--- config.mk ---
export PLATFORM = sky130hd
export DESIGN_NAME = bsrp_device_flat
export DESIGN_NICKNAME = d
export VERILOG_FILES = /design/src/design/bsrp_pkg.sv /design/src/design/bsrp_link_if.sv /design/src/design/bsrp_device.sv /design/src/flat_wrapper.sv
export VERILOG_INCLUDE_DIRS = /design/src /design/src/design
export SDC_FILE = /design/constraint.sdc
export NUM_CORES = 1
export LEC_CHECK = 0
export ABC_CLOCK_PERIOD_IN_PS = 2550
export BUFFER_PORTS_ARGS = -buffer_cell sky130_fd_sc_hd__buf_4
export CAP_MARGIN = 20
export CORE_MARGIN = 10
export CORE_UTILIZATION = 40
export CTS_CLUSTER_DIAMETER = 50
export DETAILED_ROUTE_END_ITERATION = 12
export PLACE_DENSITY_LB_ADDON = 0.3
export RECOVER_POWER = 50
export SETUP_SLACK_MARGIN = 0.2
export SLEW_MARGIN = 20
export SYNTH_ARGS = -nofsm -noshare
export SYNTH_HDL_FRONTEND = slang
export SYNTH_SLANG_ARGS = --single-unit
--- constraint.sdc ---
create_clock -name clock_in -period 2.55 [get_ports clock_in]
set_clock_uncertainty 0.05 [all_clocks]
set_input_delay 0.1275 -clock clock_in [delete_from_list [all_inputs] [get_ports clock_in]]
set_output_delay 0.1275 -clock clock_in [all_outputs]
set_load 0.02 [all_outputs]
--- src/design/bsrp_defines.svh ---
`ifndef BSRP_DEFINES_SVH
`define BSRP_DEFINES_SVH
`define BSRP_WORD_BITS   16
`define BSRP_BIT_W       4
`define BSRP_LAST_BIT    4'hf
`define BSRP_BIT_ZERO    4'h0
`define BSRP_RW_BIT      0
`define BSRP_ADDR_LSB    1
`define BSRP_ADDR_W      5
`define BSRP_DATA_LSB    6
`define BSRP_DATA_W      10
`define BSRP_RW_WRITE    1'h0
`define BSRP_RW_READ     1'h1
`define BSRP_BUF_DEPTH   2
`endif

--- src/design/bsrp_pkg.sv ---
package bsrp_pkg;
    typedef logic [15:0] bsrp_word_t;
    typedef logic [4:0]  bsrp_addr_t;
    typedef logic [9:0]  bsrp_data_t;
    typedef enum logic [1:0]
    {
        BSRP_IDLE = 2'b00,
        BSRP_SHIFT = 2'b01
    } bsrp_ser_t;
endpackage : bsrp_pkg

--- src/design/bsrp_link_if.sv ---
// Serial link; host drives rx side, device drives tx side.
interface bsrp_link_if;
    logic master_clock_active_flag;
    logic rx_frame_sync;
    logic serial_rx_line;
    logic tx_frame_sync;
    logic serial_tx_line;
    logic host_interrupt_line;
    modport dev
    (
        input  master_clock_active_flag,
        input  rx_frame_sync,
        input  serial_rx_line,
        output tx_frame_sync,
        output serial_tx_line,
        output host_interrupt_line
    );
    modport host
    (
        output master_clock_active_flag,
        output rx_frame_sync,
        output serial_rx_line,
        input  tx_frame_sync,
        input  serial_tx_line,
        input  host_interrupt_line
    );
endinterface : bsrp_link_if

--- src/design/bsrp_device.sv ---
// Contract
// - Receive and transmit paths double buffered
// - Every transfer is framed 16-bit word
// - Serial logic runs on master clock
// - Port reads and writes every register
// - Burst lends transmit path to codec
// - Host frames every word it sends
// - Device frames every word it sends
// - Host idle while clock active flag low
// - Single frame pulse one bit before MSB
// - Adjacent pulse coincides with previous LSB
// - Arbiter grants bus, routes read data
// - Arbiter merges interrupts into host line
// - Inputs sampled on master clock fall
// - Outputs launched on master clock fall
// - Bit 0 zero writes, one reads
// - Bits 1-5 address, 6-15 data
// - Burst words carry 16 sample bits
`include "bsrp_defines.svh"
module bsrp_device
    import bsrp_pkg::*;
(
    input  wire logic       clock_in,       // Master clock, falling-edge logic
    input  wire logic       rstn_in,        // Async reset, active low
    input  wire logic       clk_en_in,      // Freezes state when low
    bsrp_link_if.dev        link,           // Serial link
    input  wire logic       burst_rx_in,    // Burst reception active
    input  wire logic       iq_valid_in,    // Codec sample available
    input  wire bsrp_word_t iq_word_in,     // Codec sample
    output logic            iq_ready_out,   // Sample accepted
    input  wire logic       usp_req_in,     // Controller port request
    input  wire logic       usp_rd_in,      // Controller port read
    input  wire bsrp_addr_t usp_addr_in,    // Controller port address
    input  wire bsrp_data_t usp_wdata_in,   // Controller port data
    output logic            usp_gnt_out,    // Controller port granted
    output bsrp_data_t      usp_rdata_out,  // Controller read data
    output logic            usp_rvalid_out, // Controller read valid
    output logic            reg_we_out,     // Internal bus write
    output bsrp_addr_t      reg_addr_out,   // Internal bus address
    output bsrp_data_t      reg_wdata_out,  // Internal bus data
    input  wire bsrp_data_t reg_rdata_in,   // Internal bus read data
    input  wire logic       irq_monitoring_adc_in,    // Monitoring ADC interrupt
    input  wire logic       irq_bci_in,     // Charger interface interrupt
    input  wire logic       irq_power_control_unit_in     // Power control interrupt
);
    // everything is on the falling edge
    wire logic clk_n = ~clock_in;
    logic [1:0] fs_sync_q;
    logic [1:0] rx_sync_q;
    logic [1:0] act_sync_q;
    logic [`BSRP_BIT_W-1:0] rx_cnt_q;
    logic       rx_busy_q;
    bsrp_word_t rx_shift_q;
    logic       rx_done_q;
    bsrp_word_t rx_hold_q;
    logic       host_grant_q;
    logic       rd_pend_q;
    bsrp_data_t rd_data_q;
    logic       irq_q;
    bsrp_word_t buf_q [`BSRP_BUF_DEPTH];
    logic [1:0] buf_cnt_q;
    logic       buf_wr_q;
    logic       buf_rd_q;
    bsrp_ser_t  tx_st_q;
    logic [`BSRP_BIT_W-1:0] tx_cnt_q;
    bsrp_word_t tx_shift_q;
    logic       tx_fs_q;
    logic       tx_line_q;
    logic       fs_s;
    logic       src_valid;
    bsrp_word_t src_word;
    logic       buf_push;
    logic       buf_pop;
    logic       load_tx;
    logic       rx_word_ok;
    assign fs_s = fs_sync_q[1];

    // Two-stage synchronisers; stage 0 read only by stage 1
    always_ff @(posedge clk_n or negedge rstn_in)
    begin
        if (!rstn_in)
        begin
            fs_sync_q  <= 2'h0;
            rx_sync_q  <= 2'h0;
            act_sync_q <= 2'h0;
        end
        else if (clk_en_in)
        begin
            fs_sync_q  <= {fs_sync_q[0], link.rx_frame_sync};
            rx_sync_q  <= {rx_sync_q[0], link.serial_rx_line};
            act_sync_q <= {act_sync_q[0], link.master_clock_active_flag};
        end
    end

    // Receive shifter; a frame pulse at the LSB restarts it, one mid-word is ignored
    always_ff @(posedge clk_n or negedge rstn_in)
    begin
        if (!rstn_in)
        begin
            rx_cnt_q   <= `BSRP_BIT_ZERO;
            rx_busy_q  <= 1'h0;
            rx_shift_q <= 16'h0000;
            rx_done_q  <= 1'h0;
        end
        else if (clk_en_in)
        begin
            rx_done_q <= 1'h0;
            if (rx_busy_q)
            begin
                rx_shift_q <= {rx_shift_q[14:0], rx_sync_q[1]};
                rx_cnt_q   <= rx_cnt_q + 4'h1;
                if (rx_cnt_q == `BSRP_LAST_BIT)
                begin
                    rx_done_q <= 1'h1;
                    rx_busy_q <= fs_s;
                end
            end
            else if (fs_s)
            begin
                rx_busy_q <= 1'h1;
                rx_cnt_q  <= `BSRP_BIT_ZERO;
            end
        end
    end

    // Word held while next one shifts in
    assign rx_word_ok = rx_done_q & act_sync_q[1];
    always_ff @(posedge clk_n or negedge rstn_in)
    begin
        if (!rstn_in)
            rx_hold_q <= 16'h0000;
        else if (clk_en_in && rx_done_q)
            // Shifter already holds the whole word one edge after bit0
            rx_hold_q <= rx_shift_q;
    end

    // Arbiter: serial port wins ties; controller port waits a cycle
    wire logic host_req = rx_done_q & rx_word_ok;
    wire logic src_iq   = burst_rx_in;
    always_ff @(posedge clk_n or negedge rstn_in)
    begin
        if (!rstn_in)
        begin
            host_grant_q <= 1'h0;
            rd_pend_q    <= 1'h0;
            rd_data_q    <= 10'h000;
            usp_rvalid_out <= 1'h0;
            usp_rdata_out  <= 10'h000;
            irq_q        <= 1'h0;
        end
        else if (clk_en_in)
        begin
            host_grant_q   <= host_req;
            usp_rvalid_out <= usp_gnt_out & usp_rd_in;
            if (usp_gnt_out && usp_rd_in)
                usp_rdata_out <= reg_rdata_in;
            if (host_grant_q && rx_hold_q[`BSRP_RW_BIT] == `BSRP_RW_READ)
            begin
                rd_data_q <= reg_rdata_in;
                rd_pend_q <= 1'h1;
            end
            else if (buf_push && !src_iq)
                rd_pend_q <= 1'h0;
            irq_q <= irq_monitoring_adc_in | irq_bci_in | irq_power_control_unit_in;
        end
    end

    assign usp_gnt_out = usp_req_in & ~host_grant_q;
    always_comb
    begin
        if (host_grant_q)
        begin
            reg_addr_out  = rx_hold_q[`BSRP_ADDR_LSB +: `BSRP_ADDR_W];
            reg_wdata_out = rx_hold_q[`BSRP_DATA_LSB +: `BSRP_DATA_W];
            reg_we_out    = (rx_hold_q[`BSRP_RW_BIT] == `BSRP_RW_WRITE);
        end
        else
        begin
            reg_addr_out  = usp_addr_in;
            reg_wdata_out = usp_wdata_in;
            reg_we_out    = usp_gnt_out & ~usp_rd_in;
        end
    end

    // Transmit source: codec in burst, else pending read answer
    assign src_valid = src_iq ? iq_valid_in : rd_pend_q;
    assign src_word  = src_iq ? iq_word_in
                              : {rd_data_q, 6'h00};
    assign buf_push  = src_valid && (buf_cnt_q != 2'h2);
    assign iq_ready_out = src_iq & (buf_cnt_q != 2'h2);
    assign load_tx = (buf_cnt_q != 2'h0) &&
                     (tx_st_q == BSRP_IDLE ||
                      tx_cnt_q == `BSRP_LAST_BIT);
    assign buf_pop = load_tx;

    // Two-entry buffer; a stalled codec loses no sample
    always_ff @(posedge clk_n or negedge rstn_in)
    begin
        if (!rstn_in)
        begin
            buf_q[0]  <= 16'h0000;
            buf_q[1]  <= 16'h0000;
            buf_cnt_q <= 2'h0;
            buf_wr_q  <= 1'h0;
            buf_rd_q  <= 1'h0;
        end
        else if (clk_en_in)
        begin
            if (buf_push)
            begin
                buf_q[buf_wr_q] <= src_word;
                buf_wr_q <= ~buf_wr_q;
            end
            if (buf_pop)
                buf_rd_q <= ~buf_rd_q;
            buf_cnt_q <= buf_cnt_q + {1'h0, buf_push} - {1'h0, buf_pop};
        end
    end

    // Transmit shifter; back-to-back words use adjacent framing
    always_ff @(posedge clk_n or negedge rstn_in)
    begin
        if (!rstn_in)
        begin
            tx_st_q    <= BSRP_IDLE;
            tx_cnt_q   <= `BSRP_BIT_ZERO;
            tx_shift_q <= 16'h0000;
            tx_fs_q    <= 1'h0;
            tx_line_q  <= 1'h0;
        end
        else if (clk_en_in)
        begin
            tx_fs_q <= load_tx;
            if (tx_st_q == BSRP_SHIFT)
            begin
                tx_line_q  <= tx_shift_q[`BSRP_WORD_BITS-1];
                tx_shift_q <= {tx_shift_q[14:0], 1'h0};
                tx_cnt_q   <= tx_cnt_q + 4'h1;
            end
            if (load_tx)
            begin
                tx_shift_q <= buf_q[buf_rd_q];
                tx_cnt_q   <= `BSRP_BIT_ZERO;
                tx_st_q    <= BSRP_SHIFT;
            end
            else if (tx_st_q == BSRP_SHIFT &&
                     tx_cnt_q == `BSRP_LAST_BIT)
                tx_st_q <= BSRP_IDLE;
        end
    end

    assign link.tx_frame_sync       = tx_fs_q;
    assign link.serial_tx_line      = tx_line_q;
    assign link.host_interrupt_line = irq_q;
endmodule : bsrp_device

--- src/flat_wrapper.sv ---
// flat-port wrapper written by rule: the top's interface ports become plain ports
module bsrp_device_flat import bsrp_pkg::*;
  (clock_in, rstn_in, clk_en_in, burst_rx_in, iq_valid_in, iq_word_in, iq_ready_out, usp_req_in, usp_rd_in, usp_addr_in, usp_wdata_in, usp_gnt_out, usp_rdata_out, usp_rvalid_out, reg_we_out, reg_addr_out, reg_wdata_out, reg_rdata_in, irq_monitoring_adc_in, irq_bci_in, irq_power_control_unit_in, link_master_clock_active_flag, link_rx_frame_sync, link_serial_rx_line, link_tx_frame_sync, link_serial_tx_line, link_host_interrupt_line);
  bsrp_link_if link_i ();
  input  wire logic clock_in;
  input  wire logic rstn_in;
  input  wire logic clk_en_in;
  input  wire logic burst_rx_in;
  input  wire logic iq_valid_in;
  input  wire bsrp_word_t iq_word_in;
  output logic iq_ready_out;
  input  wire logic usp_req_in;
  input  wire logic usp_rd_in;
  input  wire bsrp_addr_t usp_addr_in;
  input  wire bsrp_data_t usp_wdata_in;
  output logic usp_gnt_out;
  output bsrp_data_t usp_rdata_out;
  output logic usp_rvalid_out;
  output logic reg_we_out;
  output bsrp_addr_t reg_addr_out;
  output bsrp_data_t reg_wdata_out;
  input  wire bsrp_data_t reg_rdata_in;
  input  wire logic irq_monitoring_adc_in;
  input  wire logic irq_bci_in;
  input  wire logic irq_power_control_unit_in;
  input wire logic [$bits(link_i.master_clock_active_flag)-1:0] link_master_clock_active_flag;
  input wire logic [$bits(link_i.rx_frame_sync)-1:0] link_rx_frame_sync;
  input wire logic [$bits(link_i.serial_rx_line)-1:0] link_serial_rx_line;
  output wire logic [$bits(link_i.tx_frame_sync)-1:0] link_tx_frame_sync;
  output wire logic [$bits(link_i.serial_tx_line)-1:0] link_serial_tx_line;
  output wire logic [$bits(link_i.host_interrupt_line)-1:0] link_host_interrupt_line;
  assign link_i.master_clock_active_flag = link_master_clock_active_flag;
  assign link_i.rx_frame_sync = link_rx_frame_sync;
  assign link_i.serial_rx_line = link_serial_rx_line;
  assign link_tx_frame_sync = link_i.tx_frame_sync;
  assign link_serial_tx_line = link_i.serial_tx_line;
  assign link_host_interrupt_line = link_i.host_interrupt_line;
  bsrp_device u_core (.clock_in(clock_in), .rstn_in(rstn_in), .clk_en_in(clk_en_in), .link(link_i), .burst_rx_in(burst_rx_in), .iq_valid_in(iq_valid_in), .iq_word_in(iq_word_in), .iq_ready_out(iq_ready_out), .usp_req_in(usp_req_in), .usp_rd_in(usp_rd_in), .usp_addr_in(usp_addr_in), .usp_wdata_in(usp_wdata_in), .usp_gnt_out(usp_gnt_out), .usp_rdata_out(usp_rdata_out), .usp_rvalid_out(usp_rvalid_out), .reg_we_out(reg_we_out), .reg_addr_out(reg_addr_out), .reg_wdata_out(reg_wdata_out), .reg_rdata_in(reg_rdata_in), .irq_monitoring_adc_in(irq_monitoring_adc_in), .irq_bci_in(irq_bci_in), .irq_power_control_unit_in(irq_power_control_unit_in));
endmodule
==> reports/qor.yml <==
global_route:
  grt_overflow: 0
  grt.total_usage_pct: 13.73
  antenna_found_initial: 0
  grt_max_degree: 40
  grt_first_pass_wirelength_um: 21980
  first_global_vias: 4277
cts:
  numClockSinks: 127
  clk-insertion-delay-late_ps: 390
  clock_pin_slew_on_the_worst_setup_and_hold_paths_ps: 40
  clk_path_buf_depth: 2
  clk_root_buffer_cell: "sky130_fd_sc_hd__clkbuf_16"
  cts_inserted_buffers: 17
  ctsHoldBuffers: 0
  h-tree-depth: 4
  tritoncts: "yes"
worst_setup_path:
  endpoint_kind: "output port"
  critical_path.max_fanout: 16
  end_of_the_worst_register_to_register_path: "u_core.buf_q[9]"
  ff2ff_path_depth: 7
  setup.worst_path.start_class: "flip-flop"
  critical_path_required_ps: 2370
  worst_r2r_startpoint: "u_core.buf_cnt_q[0]"
  setup.worst_path.class: "reg -> out"
  worstPathBufferInverterCount: 2
  critical_path.max_stage_delay_ps: 440
  timing.critical_path.slowest_stage_cell: "sky130_fd_sc_hd__dfrtn_1"
  cp_top_family: "flip-flops"
  setup_slack_of_the_most_critical_reg_to_reg_path_ps: 390
  crit_arrival_ps: 2750
  timing.critical_path.cells: "buf_12, mux2_4, buf_6"
power_and_ir_drop:
  share_comb_of_total_power_pct: 29.7
  clkPwrFrac_pct: 29.5
  fin_total_pwr_uw: 8338
  internal_power_consumption_uw: 5979
  leakage_uw: 0.003731
  power_per_cell_area_mw_per_mm2: 1065
  peakVddDrop_mv: 0.4973
  switchingPower_uw: 2359
  portion_of_total_power_attributed_to_sequential_cells_pct: 40.8
  p_sw_share_pct: 28.29
detailed_routing:
  drt.antenna.violating_nets: 0
  num_vias: 3834
  route.detailed.wl_per_inst_um: 17.73
  post_drt_via_cell_ratio: 5.160
  post-route-drc-count: 0
  drt-pass1-iter-count: 4
  drc_marker_count_from_the_first_detailed_route_iteration: 266
  drt_wl_total_um: 13170
logic_synthesis:
  synth.lib_cells_used.distinct: 38
  synth.most_common_cell: "sky130_fd_sc_hd__dfrtn_1"
  synth.net_count: 499
  post_synth_instance_area_mm2: 0.005791
  synth-warning-count: 0
  yosys.area.top_type: "sky130_fd_sc_hd__dfrtn_1"
  netlist.area_leader.share_pct: 54.88
  number_of_flip_flops_and_latches_in_the_synthesized_netlist: 127
  yosysSeqAreaShare_pct: 54.88
  synth.cells.most_frequent: "127 x sky130_fd_sc_hd__dfrtn_1, 122 x sky130_fd_sc_hd__mux2_2, 28 x sky130_fd_sc_hd__nand2_1"
  syn_inst: 442
  postSynth.asyncResetShare_pct: 100.0
  synth_edf_count: 0
  post_synth.cell_area_avg_um2: 13.10
  synthTopCellsByArea: "sky130_fd_sc_hd__dfrtn_1 55%, sky130_fd_sc_hd__mux2_2 24%, sky130_fd_sc_hd__mux2_4 2.6%, sky130_fd_sc_hd__o31ai_1 2.3%, sky130_fd_sc_hd__a211oi_1 2.1%"
  synth_flop_cell: "sky130_fd_sc_hd__dfrtn_1"
place:
  gp_congestion: 0.8491
  buffer_ports.inserted: 85
  hpwlAfterDp_um: 8906
status:
  outcome: "complete, but fails checks"
  violations: "setup timing"
timing:
  hold_viol_final: 0
  timing.final.max_slew_violations: 0
  worst_slew_margin_rel_pct: 31.15
  final_critical_path_setup_slack_ps: -373.7
  setup_tns_final_ps: -13520
  setup_viol: 107
  tightest_slew_ps: 1029
  rsz0062_at_grt: "yes"
min_path:
  hold_class: "reg -> reg"
  hold_end: "u_core.tx_shift_q[4]"
  hp-start: "u_core.tx_shift_q[4]"
  worstHoldPathCells: 2
final_layout:
  final.fill_count: 1153
  multiInputGateArea_mm2: 0.002669
  area_growth_pct: 35.24
  seqCellArea_mm2: 0.003178
  drive_above_1_share_pct: 52.93
  antenna_cells_inserted: 0
  fin_nets: 609
floorplanning:
  rows: 43
  die_w_um: 140.3
  floorplan.die_area_mm2: 0.01969
  initial_core_util_pct: 41.24
  core_area_mm2: 0.01404
  die_h_um: 140.3
  design.portCount: 86
flow_run:
  maxCapViolations: 0
==> per-layer routing <==
layer  GRT usage [%]  wire length, µm  share of wire, %  vias up
li1                -                -                 -     1835
met1           17.02             5924                45     1920
met2           21.95             6499                49       65
met3           3.617              541               4.1       14
met4           6.033              208               1.6        0
met5               0                0                 0        -
==> cells in the final DEF (no fill, tap or decap), drive strengths merged <==
cell type and instances:
a31oi 15, a211oi 16, nor2b 4, o31ai 18
nand3 6, and2 7, or3 1, mux2i 4
clkinv 4, or4b 1, dfrtn 127, a22o 3
nand2b 1, mux2 132, a32o 1, buf 115
o311ai 2, nor4 1, nand4 1, clkbuf 30
nand2 28, or2 2, nor3 3, o2bb2ai 1
and3 1, inv 7, bufinv 3, o211ai 2
a21o 2, xor2 3, ha 3, a21bo 1
o21ai 9, nor2 5, a21oi 4
==> area by class of cell <==
class                      count  share of cell area (%)
multi-input combinational    277                   34.08
clock inverter                 6                   1.342
clock buffer                  24                   6.407
timing repair buffer         121                   14.27
sequential                   127                   40.58
inverter                       8                  0.4474
tap                          180                   2.876
==> timing repair <==
action	4_1_cts	5_1_grt
resized for setup	69	13
pin swaps	3	1
endpoints found under the setup margin	64	65
gates cloned	2	0
buffers inserted	7	3
==> worst register-to-register path, cell delays in order (launching register included) <==
cell,delay [ps]
sky130_fd_sc_hd__dfrtn_1,450
sky130_fd_sc_hd__nor2b_4,50
sky130_fd_sc_hd__buf_4,120
sky130_fd_sc_hd__buf_4,120
sky130_fd_sc_hd__buf_4,150
sky130_fd_sc_hd__or4b_4,570
sky130_fd_sc_hd__buf_16,180
sky130_fd_sc_hd__mux2_4,300
==> flip-flops by register name (all words and copies together) (netlist names), 4 cells and up <==
| register | cells |
|---|---|
| u_core.buf_q | 32 |
| u_core.rx_cnt_q | 4 |
| u_core.rx_hold_q | 16 |
| u_core.rx_shift_q | 16 |
| u_core.usp_rdata_out | 10 |
| u_core.tx_cnt_q | 4 |
| u_core.rd_data_q | 10 |
| u_core.tx_shift_q | 16 |
==> how the worst max path moves through the flow <==
stage	start	slack, ps	cells after the start	end
global placement	burst_rx_in	-410	5	u_core.buf_q[13]
floorplan	burst_rx_in	-430	6	u_core.buf_q[0]
detailed placement	burst_rx_in	-430	5	u_core.buf_q[14]
global route	u_core.host_grant_q	-420	6	reg_we_out
CTS	u_core.host_grant_q	-390	3	reg_wdata_out[3]
finish	u_core.host_grant_q	-370	3	reg_wdata_out[3]
==> metrics by stage <==
stage | hold slack, ps | utilization [%] | setup WS, ps | instances | area [µm²]
2_1_floorplan | 332.8 | - | -426.0 | 442 | 5977
3_3_place_gp | 368.2 | 49.02 | -405.1 | 701 | 6884
3_5_place_dp | 379.0 | 49.02 | -428.0 | 701 | 6884
4_1_cts | 378.8 | 55.88 | -394.1 | 740 | 7846
5_1_grt | 409.8 | 55.77 | -418.6 | 743 | 7831
6_report | 379.5 | 55.77 | -373.7 | 743 | 7831
==> logic make-up after synthesis <==
logic type               after synthesis  synth area share [%]
multiplexers                         136                 27.01
XOR/XNOR                               3                0.4538
buffers and inverters                 38                 2.938
adder cells (fa/ha/maj)                3                0.6483
flip-flops                           127                 54.88
AND/OR/NAND/NOR                       61                 5.143
AO/OA/AOI/OAI                         74                 8.924
==> power by group through the flow <==
stage	logic [µW]	registers [µW]	clock network (µW)
after floorplan	1620	3250	0
after global routing	2710	3510	2600
final	2480	3400	2460
after global placement	2130	3350	0
after detailed placement	2190	3390	0
after CTS	2440	3390	2510
Power figures use the tool's default switching activity.
